===== src/verilog/adc_mon_pkg.sv =====
// shared register map, field layout, reset values and timing for the monitor block
package adc_mon_pkg;
    // register indices; the byte address is four times the index
    localparam logic [7:0] IDX_FAULT_STATUS = 8'h01;
    localparam logic [7:0] IDX_GAIN_SETTING = 8'h03;
    localparam logic [7:0] IDX_EXCITATION_ONE = 8'h06;
    localparam logic [7:0] IDX_EXCITATION_TWO = 8'h07;
    localparam logic [7:0] IDX_SENSOR_BIASING = 8'h08;
    localparam logic [7:0] IDX_SYSTEM_CONTROL = 8'h09;
    localparam logic [7:0] IDX_AUX_CONTROL = 8'h0A;

    // field positions
    localparam int POS_POWER_ON_FLAG = 7;
    localparam int POS_READY_N = 6;
    localparam int POS_DELAY = 5;
    localparam int POS_AMP_ENABLE = 3;
    localparam int POS_GAIN = 0;
    localparam int POS_MAGNITUDE = 0;
    localparam int POS_ROUTE_ONE = 0;
    localparam int POS_ROUTE_TWO = 4;
    localparam int POS_BIAS_LEVEL = 7;
    localparam int POS_BIAS_PINS = 0;
    localparam int POS_SYS_MON = 5;
    localparam int POS_STATUS_APPEND = 0;
    localparam int POS_REF_ENABLE = 0;
    localparam int POS_CHOP_ENABLE = 1;

    // reset values
    localparam logic [7:0] RST_GAIN_SETTING = 8'h00;
    localparam logic [7:0] RST_EXCITATION_ONE = 8'h00;
    localparam logic [7:0] RST_EXCITATION_TWO = 8'hFF;
    localparam logic [7:0] RST_SENSOR_BIASING = 8'h00;
    localparam logic [7:0] RST_SYSTEM_CONTROL = 8'h00;
    localparam logic [7:0] RST_AUX_CONTROL = 8'h00;
    localparam logic [7:0] RST_FAULT_STATUS = 8'hC0;

    // system monitor codes
    localparam logic [2:0] MON_NORMAL = 3'h0;
    localparam logic [2:0] MON_NORMAL_ALT = 3'h1;
    localparam logic [2:0] MON_TEMPERATURE = 3'h2;
    localparam logic [2:0] MON_ANALOG_SUPPLY = 3'h3;
    localparam logic [2:0] MON_DIGITAL_SUPPLY = 3'h4;
    localparam logic [2:0] MON_BURN_LOW = 3'h5;
    localparam logic [2:0] MON_BURN_MID = 3'h6;
    localparam logic [2:0] MON_BURN_HIGH = 3'h7;
    localparam logic [2:0] GAIN_UNITY = 3'h0;

    // timing
    localparam int CLK_PERIOD_NS = 100;
    localparam int STARTUP_TIME_NS = 2000;
    localparam int STARTUP_CYCLES = (STARTUP_TIME_NS + CLK_PERIOD_NS - 1) / CLK_PERIOD_NS;
    localparam int MOD_PERIOD_NS = 400;
    localparam int MOD_CYCLES = (MOD_PERIOD_NS + CLK_PERIOD_NS - 1) / CLK_PERIOD_NS;
    localparam int DELAY_BASE_MOD = 14;

    // burn-out current levels
    typedef enum logic [1:0]
    {
        BURN_OFF = 2'h0,
        BURN_0U2 = 2'h1,
        BURN_1U = 2'h2,
        BURN_10U = 2'h3
    } burn_level_t;

    typedef struct packed
    {
        logic temp_sel;
        logic analog_supply_sel;
        logic digital_supply_sel;
        logic inputs_disconnect;
        burn_level_t burn_level;
        logic burn_source_p;
        logic burn_sink_n;
    } monitor_route_t;
endpackage


===== src/verilog/chop_averager.sv =====
// pairs conversions with reversed inputs and averages them in global chop mode
`timescale 1ns/10ps
module chop_averager #(
    parameter int WIDTH = 16
) (
    input wire logic clk, // system clock
    input wire logic rst_n, // async reset, active low
    input wire logic chop_en, // global chop mode on
    input wire logic in_valid, // raw conversion done
    input wire logic signed [WIDTH-1:0] in_data, // raw conversion value
    output logic out_valid, // result pulse
    output logic signed [WIDTH-1:0] out_data, // result value
    output logic swap // inputs reversed for next conversion
);
    logic signed [WIDTH-1:0] first_ff;
    logic have_first_ff;
    logic signed [WIDTH:0] nxt_sum;

    // second sample was taken reversed, so its sign is flipped before adding
    always_comb
    begin
        nxt_sum = (WIDTH+1)'(first_ff) - (WIDTH+1)'(in_data);
    end

    always_ff @(posedge clk or negedge rst_n)
    begin
        if (!rst_n)
        begin
            first_ff <= '0;
            have_first_ff <= 1'b0;
            swap <= 1'b0;
            out_valid <= 1'b0;
            out_data <= '0;
        end
        else
        begin
            out_valid <= 1'b0;
            if (!chop_en)
            begin
                have_first_ff <= 1'b0;
                swap <= 1'b0;
                if (in_valid)
                begin
                    out_valid <= 1'b1;
                    out_data <= in_data;
                end
            end
            else if (in_valid)
            begin
                swap <= ~swap;
                if (!have_first_ff)
                begin
                    first_ff <= in_data;
                    have_first_ff <= 1'b1;
                end
                else
                begin
                    // halving keeps the average inside the data width
                    have_first_ff <= 1'b0;
                    out_valid <= 1'b1; // [RL1]
                    out_data <= nxt_sum[WIDTH:1]; // [RL1]
                end
            end
        end
    end
endmodule // chop_averager


===== src/verilog/adc_monitor_status_control.sv =====
// register bank, monitor routing, settling delay and status handling
//
// Design decision made here: the Wishbone slave port.
`timescale 1ns/10ps
// Functional notes
// RL1 - global chop averages each reversed pair
// RL2 - start delay field lengthens settling
// RL3 - both sources share the four-bit magnitude
// RL4 - own four-bit route per source, same pin allowed
// RL5 - sources work only with internal reference on
// RL6 - level bit: bias at half or 1/12 span
// RL7 - per-pin bias enables, inputs 0..5 and common
// RL8 - host waits for bias settling before converting
// RL9 - monitor code 010 selects temperature sensor
// RL10 - temperature: inputs off, programmed gain kept
// RL11 - host keeps gain at most 4 for temperature
// RL12 - code 011 analog, 100 digital supply monitor
// RL13 - supply monitor: inputs off, unity gain
// RL14 - supply monitor with amplifier on or bypassed
// RL15 - codes 101..111: 0.2, 1, 10 uA burn-out
// RL16 - burn-out sources into P, sinks from N
// RL17 - host: chop off, burn-out for fault tests only
// RL18 - status byte readable at its own address
// RL19 - append bit puts status ahead of each result
// RL20 - faults latched per conversion, read gives latest
// RL21 - bit 7 power-on flag set by reset, held
// RL22 - power-on flag clears only by writing 0
// RL23 - bit 6 active-low ready after start-up
// RL24 - bits 5..2 rail flags, 1..0 reference-low
// RL25 - codes 000, 001 keep normal path, no source
module adc_monitor_status_control #(
    parameter int DATA_WIDTH = 16,
    parameter int ADR_WIDTH = 8
) (
    input wire logic CLK_SYS, // system clock
    input wire logic RSTN, // async power-on reset, active low
    input wire logic WB_CYC_I, // bus cycle
    input wire logic WB_STB_I, // bus strobe
    input wire logic WB_WE_I, // write enable
    input wire logic [ADR_WIDTH-1:0] WB_ADR_I, // byte address
    input wire logic [3:0] WB_SEL_I, // byte lanes
    input wire logic [31:0] WB_DAT_I, // write data
    output logic [31:0] WB_DAT_O, // read data
    output logic WB_ACK_O, // acknowledge
    input wire logic START_REQ, // conversion start request pulse
    output logic CONV_GO, // conversion begins, pulse
    input wire logic CONV_DONE, // conversion finished pulse
    input wire logic [DATA_WIDTH-1:0] CONV_DATA, // raw conversion value
    input wire logic [5:0] FAULT_IN, // rail flags [5:2], reference flags [1:0]
    output logic CHOP_SWAP, // inputs reversed
    output logic RESULT_VALID, // result frame pulse
    output logic [23:0] RESULT_FRAME, // status byte then data, or data only
    output logic RESULT_HAS_STATUS, // frame carries status byte
    output logic [3:0] SOURCE_ONE_MAG, // current source one magnitude
    output logic [3:0] SOURCE_TWO_MAG, // current source two magnitude
    output logic [3:0] SOURCE_ONE_ROUTE, // current source one pin
    output logic [3:0] SOURCE_TWO_ROUTE, // current source two pin
    output logic BIAS_LEVEL, // 1 = one twelfth span, 0 = half span
    output logic [6:0] BIAS_PINS, // bias on inputs 0..5 and common
    output logic [2:0] EFFECTIVE_GAIN, // gain code applied to amplifier
    output logic [1:0] AMP_ENABLE, // amplifier enable field
    output adc_mon_pkg::monitor_route_t MON_ROUTE, // monitor source selection
    output logic READY_N // start-up incomplete, active low ready
);
    localparam int CNT_W = 16;
    localparam logic [CNT_W-1:0] STARTUP_LAST = CNT_W'(adc_mon_pkg::STARTUP_CYCLES - 1);

    typedef enum logic [2:0]
    {
        ST_IDLE = 3'b001,
        ST_SETTLE = 3'b010,
        ST_RUN = 3'b100
    } seq_t;

    logic [7:0] gain_setting_ff;
    logic [7:0] excitation_one_ff;
    logic [7:0] excitation_two_ff;
    logic [7:0] sensor_biasing_ff;
    logic [7:0] system_control_ff;
    logic [7:0] aux_control_ff;
    logic power_on_flag_ff;
    logic ready_n_ff;
    logic [5:0] fault_ff;
    logic [CNT_W-1:0] startup_cnt_ff;
    logic [CNT_W-1:0] delay_cnt_ff;
    seq_t seq_ff;
    logic ack_ff;
    logic bus_req;
    logic wr_stb;
    logic [ADR_WIDTH-3:0] word_idx;
    logic [7:0] rd_byte;
    logic [7:0] status_byte;
    logic avg_valid;
    logic signed [DATA_WIDTH-1:0] avg_data;
    logic avg_swap;
    logic [2:0] mon_code;
    logic chop_en;
    logic ref_en;

    // settling delay in system cycles: base modulator periods doubled per code step
    function automatic logic [CNT_W-1:0] delay_cycles(input logic [2:0] code);
        delay_cycles = CNT_W'((adc_mon_pkg::DELAY_BASE_MOD * adc_mon_pkg::MOD_CYCLES) << code);
    endfunction

    function automatic logic is_idx(input logic [ADR_WIDTH-3:0] idx, input logic [7:0] reg_idx);
        is_idx = (8'(idx) == reg_idx);
    endfunction

    assign bus_req = WB_CYC_I & WB_STB_I;
    assign word_idx = WB_ADR_I[ADR_WIDTH-1:2];
    // writes before start-up completes are acknowledged but dropped
    assign wr_stb = bus_req & WB_WE_I & WB_SEL_I[0] & ~ack_ff & ~ready_n_ff; // [RL23]
    assign mon_code = system_control_ff[adc_mon_pkg::POS_SYS_MON +: 3];
    assign chop_en = aux_control_ff[adc_mon_pkg::POS_CHOP_ENABLE];
    assign ref_en = aux_control_ff[adc_mon_pkg::POS_REF_ENABLE];
    assign status_byte = {power_on_flag_ff, ready_n_ff, fault_ff}; // [RL24]

    always_comb
    begin
        case (8'(word_idx))
            adc_mon_pkg::IDX_FAULT_STATUS: rd_byte = status_byte; // [RL18]
            adc_mon_pkg::IDX_GAIN_SETTING: rd_byte = gain_setting_ff;
            adc_mon_pkg::IDX_EXCITATION_ONE: rd_byte = excitation_one_ff;
            adc_mon_pkg::IDX_EXCITATION_TWO: rd_byte = excitation_two_ff;
            adc_mon_pkg::IDX_SENSOR_BIASING: rd_byte = sensor_biasing_ff;
            adc_mon_pkg::IDX_SYSTEM_CONTROL: rd_byte = system_control_ff;
            adc_mon_pkg::IDX_AUX_CONTROL: rd_byte = aux_control_ff;
            default: rd_byte = 8'h00;
        endcase
    end

    // bus answer: one wait state, ack for one cycle
    always_ff @(posedge CLK_SYS or negedge RSTN)
    begin
        if (!RSTN)
        begin
            ack_ff <= 1'b0;
            WB_ACK_O <= 1'b0;
            WB_DAT_O <= 32'h0000_0000;
        end
        else
        begin
            ack_ff <= bus_req & ~ack_ff;
            WB_ACK_O <= bus_req & ~ack_ff;
            WB_DAT_O <= {24'h00_0000, rd_byte};
        end
    end

    // configuration registers
    always_ff @(posedge CLK_SYS or negedge RSTN)
    begin
        if (!RSTN)
        begin
            gain_setting_ff <= adc_mon_pkg::RST_GAIN_SETTING;
            excitation_one_ff <= adc_mon_pkg::RST_EXCITATION_ONE;
            excitation_two_ff <= adc_mon_pkg::RST_EXCITATION_TWO;
            sensor_biasing_ff <= adc_mon_pkg::RST_SENSOR_BIASING;
            system_control_ff <= adc_mon_pkg::RST_SYSTEM_CONTROL;
            aux_control_ff <= adc_mon_pkg::RST_AUX_CONTROL;
        end
        else if (wr_stb)
        begin
            case (8'(word_idx))
                adc_mon_pkg::IDX_GAIN_SETTING: gain_setting_ff <= WB_DAT_I[7:0]; // [RL2]
                adc_mon_pkg::IDX_EXCITATION_ONE: excitation_one_ff <= WB_DAT_I[7:0];
                adc_mon_pkg::IDX_EXCITATION_TWO: excitation_two_ff <= WB_DAT_I[7:0];
                adc_mon_pkg::IDX_SENSOR_BIASING: sensor_biasing_ff <= WB_DAT_I[7:0];
                adc_mon_pkg::IDX_SYSTEM_CONTROL: system_control_ff <= WB_DAT_I[7:0];
                adc_mon_pkg::IDX_AUX_CONTROL: aux_control_ff <= WB_DAT_I[7:0];
                default: ;
            endcase
        end
    end

    // power-on flag: only reset sets it, so no set/clear race exists
    always_ff @(posedge CLK_SYS or negedge RSTN)
    begin
        if (!RSTN)
            power_on_flag_ff <= adc_mon_pkg::RST_FAULT_STATUS[adc_mon_pkg::POS_POWER_ON_FLAG]; // [RL21]
        else if (wr_stb && is_idx(word_idx, adc_mon_pkg::IDX_FAULT_STATUS)
                 && !WB_DAT_I[adc_mon_pkg::POS_POWER_ON_FLAG])
            power_on_flag_ff <= 1'b0; // [RL22]
    end

    // start-up counter releases ready
    always_ff @(posedge CLK_SYS or negedge RSTN)
    begin
        if (!RSTN)
        begin
            startup_cnt_ff <= '0;
            ready_n_ff <= adc_mon_pkg::RST_FAULT_STATUS[adc_mon_pkg::POS_READY_N];
        end
        else if (ready_n_ff)
        begin
            startup_cnt_ff <= startup_cnt_ff + CNT_W'(1);
            if (startup_cnt_ff == STARTUP_LAST)
                ready_n_ff <= 1'b0; // [RL23]
        end
    end

    // fault flags refresh only at the end of each conversion
    always_ff @(posedge CLK_SYS or negedge RSTN)
    begin
        if (!RSTN)
            fault_ff <= adc_mon_pkg::RST_FAULT_STATUS[5:0];
        else if (CONV_DONE)
            fault_ff <= FAULT_IN; // [RL20]
    end

    // settling delay before each conversion; chop inserts it on every one
    always_ff @(posedge CLK_SYS or negedge RSTN)
    begin
        if (!RSTN)
        begin
            seq_ff <= ST_IDLE;
            delay_cnt_ff <= '0;
            CONV_GO <= 1'b0;
        end
        else
        begin
            CONV_GO <= 1'b0;
            case (seq_ff)
                ST_IDLE:
                begin
                    if (START_REQ && !ready_n_ff)
                    begin
                        delay_cnt_ff <= delay_cycles(gain_setting_ff[adc_mon_pkg::POS_DELAY +: 3]); // [RL2]
                        seq_ff <= ST_SETTLE;
                    end
                end
                ST_SETTLE:
                begin
                    delay_cnt_ff <= delay_cnt_ff - CNT_W'(1);
                    if (delay_cnt_ff <= CNT_W'(1))
                    begin
                        CONV_GO <= 1'b1;
                        seq_ff <= ST_RUN;
                    end
                end
                ST_RUN:
                begin
                    if (CONV_DONE)
                    begin
                        // the reversed half of a chop pair needs its own settling
                        if (chop_en && !avg_swap)
                        begin
                            delay_cnt_ff <= delay_cycles(gain_setting_ff[adc_mon_pkg::POS_DELAY +: 3]); // [RL1]
                            seq_ff <= ST_SETTLE;
                        end
                        else
                            seq_ff <= ST_IDLE;
                    end
                end
                default:
                    seq_ff <= ST_IDLE;
            endcase
        end
    end

    chop_averager #(
        .WIDTH(DATA_WIDTH)
    ) u_avg (
        .clk(CLK_SYS),
        .rst_n(RSTN),
        .chop_en(chop_en),
        .in_valid(CONV_DONE),
        .in_data(CONV_DATA),
        .out_valid(avg_valid),
        .out_data(avg_data),
        .swap(avg_swap)
    );

    // result frame; status sits in the top byte when appended
    always_ff @(posedge CLK_SYS or negedge RSTN)
    begin
        if (!RSTN)
        begin
            RESULT_VALID <= 1'b0;
            RESULT_FRAME <= 24'h00_0000;
            RESULT_HAS_STATUS <= 1'b0;
            CHOP_SWAP <= 1'b0;
        end
        else
        begin
            CHOP_SWAP <= avg_swap;
            RESULT_VALID <= avg_valid; // [RL1]
            if (avg_valid)
            begin
                RESULT_HAS_STATUS <= system_control_ff[adc_mon_pkg::POS_STATUS_APPEND]; // [RL19]
                if (system_control_ff[adc_mon_pkg::POS_STATUS_APPEND])
                    RESULT_FRAME <= {status_byte, avg_data}; // [RL19]
                else
                    RESULT_FRAME <= {8'h00, avg_data};
            end
        end
    end

    // analog steering outputs, registered from the configuration
    always_ff @(posedge CLK_SYS or negedge RSTN)
    begin
        if (!RSTN)
        begin
            SOURCE_ONE_MAG <= 4'h0;
            SOURCE_TWO_MAG <= 4'h0;
            SOURCE_ONE_ROUTE <= 4'hF;
            SOURCE_TWO_ROUTE <= 4'hF;
            BIAS_LEVEL <= 1'b0;
            BIAS_PINS <= 7'h00;
            AMP_ENABLE <= 2'h0;
            READY_N <= 1'b1;
        end
        else
        begin
            // sources stay off without the internal reference
            SOURCE_ONE_MAG <= ref_en ? excitation_one_ff[adc_mon_pkg::POS_MAGNITUDE +: 4] : 4'h0; // [RL3] [RL5]
            SOURCE_TWO_MAG <= ref_en ? excitation_one_ff[adc_mon_pkg::POS_MAGNITUDE +: 4] : 4'h0; // [RL3] [RL5]
            SOURCE_ONE_ROUTE <= excitation_two_ff[adc_mon_pkg::POS_ROUTE_ONE +: 4]; // [RL4]
            SOURCE_TWO_ROUTE <= excitation_two_ff[adc_mon_pkg::POS_ROUTE_TWO +: 4]; // [RL4]
            BIAS_LEVEL <= sensor_biasing_ff[adc_mon_pkg::POS_BIAS_LEVEL]; // [RL6]
            BIAS_PINS <= sensor_biasing_ff[adc_mon_pkg::POS_BIAS_PINS +: 7]; // [RL7]
            AMP_ENABLE <= gain_setting_ff[adc_mon_pkg::POS_AMP_ENABLE +: 2]; // [RL14]
            READY_N <= ready_n_ff;
        end
    end

    // system monitor decode
    always_ff @(posedge CLK_SYS or negedge RSTN)
    begin
        if (!RSTN)
        begin
            MON_ROUTE <= '0;
            EFFECTIVE_GAIN <= adc_mon_pkg::GAIN_UNITY;
        end
        else
        begin
            MON_ROUTE <= '0; // [RL25]
            EFFECTIVE_GAIN <= gain_setting_ff[adc_mon_pkg::POS_GAIN +: 3]; // [RL10]
            case (mon_code)
                adc_mon_pkg::MON_TEMPERATURE:
                begin
                    MON_ROUTE.temp_sel <= 1'b1; // [RL9]
                    MON_ROUTE.inputs_disconnect <= 1'b1; // [RL10]
                end
                adc_mon_pkg::MON_ANALOG_SUPPLY:
                begin
                    MON_ROUTE.analog_supply_sel <= 1'b1; // [RL12]
                    MON_ROUTE.inputs_disconnect <= 1'b1; // [RL13]
                    EFFECTIVE_GAIN <= adc_mon_pkg::GAIN_UNITY; // [RL13]
                end
                adc_mon_pkg::MON_DIGITAL_SUPPLY:
                begin
                    MON_ROUTE.digital_supply_sel <= 1'b1; // [RL12]
                    MON_ROUTE.inputs_disconnect <= 1'b1; // [RL13]
                    EFFECTIVE_GAIN <= adc_mon_pkg::GAIN_UNITY; // [RL13]
                end
                adc_mon_pkg::MON_BURN_LOW, adc_mon_pkg::MON_BURN_MID,
                adc_mon_pkg::MON_BURN_HIGH:
                begin
                    MON_ROUTE.burn_level <= adc_mon_pkg::burn_level_t'(mon_code[1:0]); // [RL15]
                    MON_ROUTE.burn_source_p <= 1'b1; // [RL16]
                    MON_ROUTE.burn_sink_n <= 1'b1; // [RL16]
                end
                default:
                    MON_ROUTE <= '0; // [RL25]
            endcase
        end
    end
endmodule // adc_monitor_status_control


===== config.mk =====
export PLATFORM = sky130hd
export DESIGN_NAME = adc_monitor_status_control
export DESIGN_NICKNAME = d
export VERILOG_FILES = /design/src/verilog/adc_mon_pkg.sv /design/src/verilog/chop_averager.sv /design/src/verilog/adc_monitor_status_control.sv
export SDC_FILE = /design/constraint.sdc
export NUM_CORES = 1
export LEC_CHECK = 0
export BUFFER_PORTS_ARGS = -buffer_cell sky130_fd_sc_hd__buf_2
export CAP_MARGIN = 15
export CORE_MARGIN = 3
export CORE_UTILIZATION = 60
export CTS_CLUSTER_SIZE = 12
export DETAILED_ROUTE_END_ITERATION = 8
export MAX_ROUTING_LAYER = met4
export PLACE_DENSITY = 0.85
export SETUP_SLACK_MARGIN = 0.3
export SLEW_MARGIN = 15
export SYNTH_ARGS = -nofsm -noshare
export SYNTH_HDL_FRONTEND = slang
export SYNTH_SLANG_ARGS = --single-unit
export TNS_END_PERCENT = 20

===== constraint.sdc =====
create_clock -name CLK_SYS -period 4.8 [get_ports CLK_SYS]
set_clock_uncertainty 0.1 [all_clocks]
set_input_delay 0.48 -clock CLK_SYS [delete_from_list [all_inputs] [get_ports CLK_SYS]]
set_output_delay 0.48 -clock CLK_SYS [all_outputs]
set_load 0.005 [all_outputs]

# Yosys cells after proc, flatten, opt, wreduce, memory -nomap -nowiden
# Index checks and enable logic that the tools add are counted.
[totals]
out_inout_bits = 99
register_bits = 197
[op_classes]
n_eq_ne = 23
n_shift = 1
magnitude_cmp = 1
reduce_logical = 21
bitwise_logic = 10
n_mux = 35
n_addsub = 3
[op_table]
columns = ["op", "n"]
rows = [
  ["16-bit two-way mux", 7],
  ["8-bit case mux with 7 select lines", 1],
  ["16-bit case mux with 3 select lines", 1],
  ["24-bit two-way mux", 1],
  ["6-bit by 4-bit == test with 1-bit output (second input constant)", 3],
  ["1-bit two-way mux", 17],
  ["16-bit by 16-bit subtractor with 17-bit output", 1],
  ["16-bit by 1-bit adder with 16-bit output (second input constant)", 1],
  ["16-bit by 5-bit == test with 1-bit output (second input constant)", 1],
  ["16-bit by 1-bit less-or-equal comparator with 1-bit output (second input constant)", 1],
  ["6-bit by 3-bit << shifter with 16-bit output (first input constant)", 1],
  ["16-bit by 1-bit subtractor with 16-bit output (second input constant)", 1],
  ["3-bit == test (second input constant)", 5],
  ["2-bit AND reduction", 7],
  ["6-bit by 3-bit == test with 1-bit output (second input constant)", 2],
  ["3-bit two-way mux", 4],
  ["2-bit inequality test (second input constant)", 5],
  ["3-bit by 2-bit == test with 1-bit output (second input constant)", 3],
  ["3-bit case mux with 3 select lines", 1],
  ["4-bit two-way mux", 2],
  ["1-bit bitwise AND", 6],
  ["6-bit by 1-bit == test with 1-bit output (second input constant)", 1],
  ["6-bit by 2-bit == test with 1-bit output (second input constant)", 1],
  ["3-bit AND reduction", 2],
  ["other kinds (10)", 19],
]

# Longest topological paths before layout
[logic_depth]
depth_word = 7
ltp_mapped = 9
mapped_depth_nobuf = 8

# Hierarchy
# From an unflattened synthesis, not the netlist that was laid out.
[hier_totals]
hier_cells = 800
hier_area_um2 = 9205.1
[modules_own_cells]
columns = ["module", "area_per_inst_um2", "seq_area_each_um2", "n_inst", "cells_each"]
rows = [
  ["adc_monitor_status_control", 6947.9, 4053.9, 1, 543],
  ["chop_averager", 2257.2, 875.8, 1, 257],
]

# Worst setup path before layout
# OpenSTA, ideal clock, no wires.
[synth_path]
path_type = "input to register"
start = "input CONV_DATA[2]"
end = "register u_avg.out_data[11]"
path_slack_ns = 2.560
setup_time_ns = 0.124
cell_stages = 8
arrival_ns = 2.016
t_required_ns = 4.576
path_cell_list = "inv_1 -> ha_1 -> nor2b_1 -> o31ai_1 -> a21oi_1 -> a311oi_1 -> xor2_1 -> a21oi_1"
[synth_via]
elab_chain_cells = 4
[synth_rtl]
columns = ["element", "line", "text"]
rows = [
  ["start, declared", "adc_monitor_status_control.sv:48", "input wire logic [DATA_WIDTH-1:0] CONV_DATA,"],
  ["16-bit by 16-bit subtractor with 17-bit output", "chop_averager.sv:22", "nxt_sum = (WIDTH+1)'(first_ff) - (WIDTH+1)'(in_data);"],
  ["16-bit two-way mux", "chop_averager.sv:51", "if (!have_first_ff)"],
  ["16-bit two-way mux", "chop_averager.sv:48", "else if (in_valid)"],
  ["16-bit two-way mux", "chop_averager.sv:38", "if (!chop_en)"],
  ["end signal, assigned", "chop_averager.sv:45", "out_data <= in_data;"],
  ["end signal, assigned", "chop_averager.sv:61", "out_data <= nxt_sum[WIDTH:1];"],
  ["end, declared", "chop_averager.sv:12", "output logic signed [WIDTH-1:0] out_data,"],
]
# No other way between the ends. The select of a mux whose other input is x is not followed.
# A chain may end at the register's enable or synchronous reset.

# Worst setup path in the final report
[layout_path]
start = "register u_avg.first_ff[2]"
end = "register u_avg.out_data[11]"
[layout_via]
elab_chain_cells = 4
[layout_rtl]
columns = ["element", "line", "text"]
rows = [
  ["start, declared", "chop_averager.sv:15", "logic signed [WIDTH-1:0] first_ff;"],
  ["start signal, assigned", "chop_averager.sv:53", "first_ff <= in_data;"],
  ["16-bit by 16-bit subtractor with 17-bit output", "chop_averager.sv:22", ""],
  ["16-bit two-way mux", "chop_averager.sv:51", ""],
  ["16-bit two-way mux", "chop_averager.sv:48", ""],
  ["16-bit two-way mux", "chop_averager.sv:38", ""],
]
# No other way between the ends. The select of a mux whose other input is x is not followed.

==> metrics.yaml <==
die_area_mm2: 0.01672
synth-seq-area-share_pct: 54.05
grt_usage_pct: 25.24
vdd_drop_max_mv: 0.2362
cts_max_level: 4
antenna_found_initial: 0
synth_cell_types: 65
synth_top_area_share_pct: 48.29
wl_per_cell_um: 17.48
gp_congestion: 0.8810
synth_edf_count: 0
insertion_delay_ns: 0.44
first_pass_iters: 5
hold_path_class: "primary input to asynchronous set/reset pin"
areaGrowthSynthToFinish_pct: 13.33
async_reset_ff_share_pct: 100.0
nets: 1032
final_period_minus_worst_setup_slack_ns: 2.466
yosys.area.top_type: "dfrtp_1"
cts.clk_slew.worst_paths_ns: 0.07
worstMarginPinSlew_ns: 1.069
outcome: "complete, no violations"
cp_max_fo: 4
drc: 0
setup_viol: 0
crit_path_start_kind: "flip-flop"
drv_slew: 0
avgSynthCellArea_um2: 10.88
synth_area_leaders: "dfrtp_1, mux2_2, dfstp_2"
chipHeight_um: 129.3
start_util_pct: 62.05
hold_slack_ns: 0.07919
synth-main-ff-cell: "dfrtp_1"
vias: 6580
postCtsHoldBufs: 0
antenna_cells: 0
cts_sinks: 196
postCtsSetupBuffers: 0
die_width_um: 129.3
setup_ws_ns: 2.334
final.setup.tns_ns: 0
viasPerCell: 5.787
rsz0062_at_grt: "no"
clockBufferDepth: 2
layout-drive-gt1-share_pct: 27.49
root_buffer: "clkbuf_16"
tritoncts: "yes"
drtIter0Drc: 663
final_core_util_pct: 70.33
fin_crit_sh_pct: 51.37
p_leak_nw: 5.048
ant_nets: 0
grt_pass1_vias: 6301
wirelength_um: 19880
yosysWarnings: 0
cp.arrival_ns: 2.68
cts_made_buffers: 17
fmax_mhz: 405.5
power.density_mw_per_mm2: 388.3
crit_path_end_kind: "flip-flop"
finalHoldViolCount: 0
overflow: 0
core-area_mm2: 0.01470
slew-limit-headroom_pct: 28.60
num_io_pins: 172
numPortBuffers: 118
place_hpwl_um: 13420
drv_cap: 0
cts_resized: 0
grt_max_degree: 125
synth_seq_cells: 196
syn_area_mm2: 0.009121
grt_pass1_wl_um: 32170
critPathKind: "flip-flop to flip-flop"
pre_cts_ws_ns: 1.938
num_rows: 44
cp.required_ns: 5.01
syn_inst: 838
## critical path, cell delays in order, from the launching register on
cell and delay, ns:
dfrtp_1 0.39, ha_1 0.32, nor2b_1 0.17, o31ai_1 0.37, a21oi_1 0.20, a311oi_1 0.53, xor2_1 0.18, a21oi_1 0.08
## metrics by stage
| stage | instances | power, mW | instance area [um^2] |
|---|---|---|---|
| 6_report | 1137 | 4.014 | 10340 |
| 5_1_grt | 1137 | 4.208 | 10340 |
| 4_1_cts | 1137 | 4.026 | 10340 |
| 3_5_place_dp | 1105 | 2.546 | 9727 |
| 3_3_place_gp | 1105 | 2.521 | 9727 |
| 2_1_floorplan | 861 | 2.350 | 9208 |
## cell usage after synthesis, types with 3 or more instances
| master | n |
|---|---|
| xnor2_1 | 17 |
| buf_1 | 4 |
| mux2_2 | 66 |
| nand2_1 | 69 |
| and2_1 | 11 |
| a31oi_1 | 4 |
| o31ai_1 | 3 |
| xor2_1 | 11 |
| nor3b_1 | 3 |
| inv_1 | 35 |
| nor3_1 | 21 |
| and3_1 | 5 |
| nand2b_1 | 3 |
| clkbuf_1 | 28 |
| o21a_1 | 4 |
| a21oi_1 | 50 |
| dfrtp_1 | 176 |
| o32ai_1 | 3 |
| mux2_4 | 8 |
| o21ai_0 | 78 |
| nand4_1 | 5 |
| o31a_1 | 3 |
| nand3_1 | 19 |
| ha_1 | 18 |
| nor4_1 | 6 |
| buf_4 | 29 |
| dfstp_2 | 20 |
| nor2b_1 | 10 |
| mux2i_1 | 19 |
| nor2_1 | 57 |
| a221oi_1 | 8 |
## area by class of cell
cell class	count	area (um^2)
Clock inverter	13	167.7
Clock buffer	19	442.9
Multi-Input combinational cell	565	3787
Fill cell	1055	4362
Inverter	36	135.1
Tap cell	184	230.2
Sequential cell	196	4930
Timing Repair Buffer	124	644.4
## power by group
group	switching, mW	internal (mW)
clock network	0.638	0.843
registers	0.0955	1.78
logic	0.404	0.255
## state kept, by name, summed over array words and instances, names as in the netlist, 4 cells and up
name / cells
RESULT_FRAME: 24
delay_cnt_ff: 16
startup_cnt_ff: 16
u_avg.first_ff: 16
u_avg.out_data: 16
WB_DAT_O: 8
aux_control_ff: 8
excitation_one_ff: 8
excitation_two_ff: 8
gain_setting_ff: 8
sensor_biasing_ff: 8
system_control_ff: 8
BIAS_PINS: 7
MON_ROUTE: 7
fault_ff: 6
SOURCE_ONE_ROUTE: 4
SOURCE_TWO_MAG: 4
SOURCE_TWO_ROUTE: 4
## routing by layer
| metal | share of wire [%] | track usage [%] |
|---|---|---|
| met4 | 2.0 | 7.659 |
| met2 | 47 | 38.90 |
| met5 | 0 | - |
| met3 | 7.1 | 5.977 |
| met1 | 44 | 33.62 |
## kinds of logic after synthesis
logic type / count (synthesis) / share of synthesized area (%)
AND/OR/NAND/NOR: 227 / 12.46
flip-flops: 196 / 54.05
AO/OA/AOI/OAI: 174 / 11.11
buffers and inverters: 100 / 5.418
multiplexers: 93 / 11.55
XOR/XNOR: 28 / 2.689
adder cells (fa/ha/maj): 19 / 2.689
other: 1 / 0.04111
## cells in the final DEF, fill, tap and decap left out, drive strengths merged, types with 22 or more instances in the layout
cell type	instances
nor3	22
o21ai	78
nand2	69
dfrtp	176
nor2	58
mux2	74
a21oi	50
buf	123
conb	24
inv	42
## final timing paths
check / startpoint / end / slack (ns) / depth (start not counted)
min in group CLK_SYS: WB_STB_I / ack_ff$_DFF_PN0_ / 0.17 / 3
hold / removal: RSTN / startup_cnt_ff[10]$_DFFE_PN0P_ / 0.08 / 1
max in group asynchronous: RSTN / SOURCE_ONE_ROUTE[3]$_DFF_PN1_ / 3.42 / 2
hold reg to reg: excitation_two_ff[5]$_DFFE_PN1P_ / SOURCE_TWO_ROUTE[1]$_DFF_PN1_ / 0.27 / 0
setup / recovery: u_avg.first_ff[2]$_DFFE_PN0P_ / u_avg.out_data[11]$_DFFE_PN0P_ / 2.33 / 7
setup reg to reg: u_avg.first_ff[2]$_DFFE_PN0P_ / u_avg.out_data[11]$_DFFE_PN0P_ / 2.33 / 7
Power figures use the tool's default switching activity.
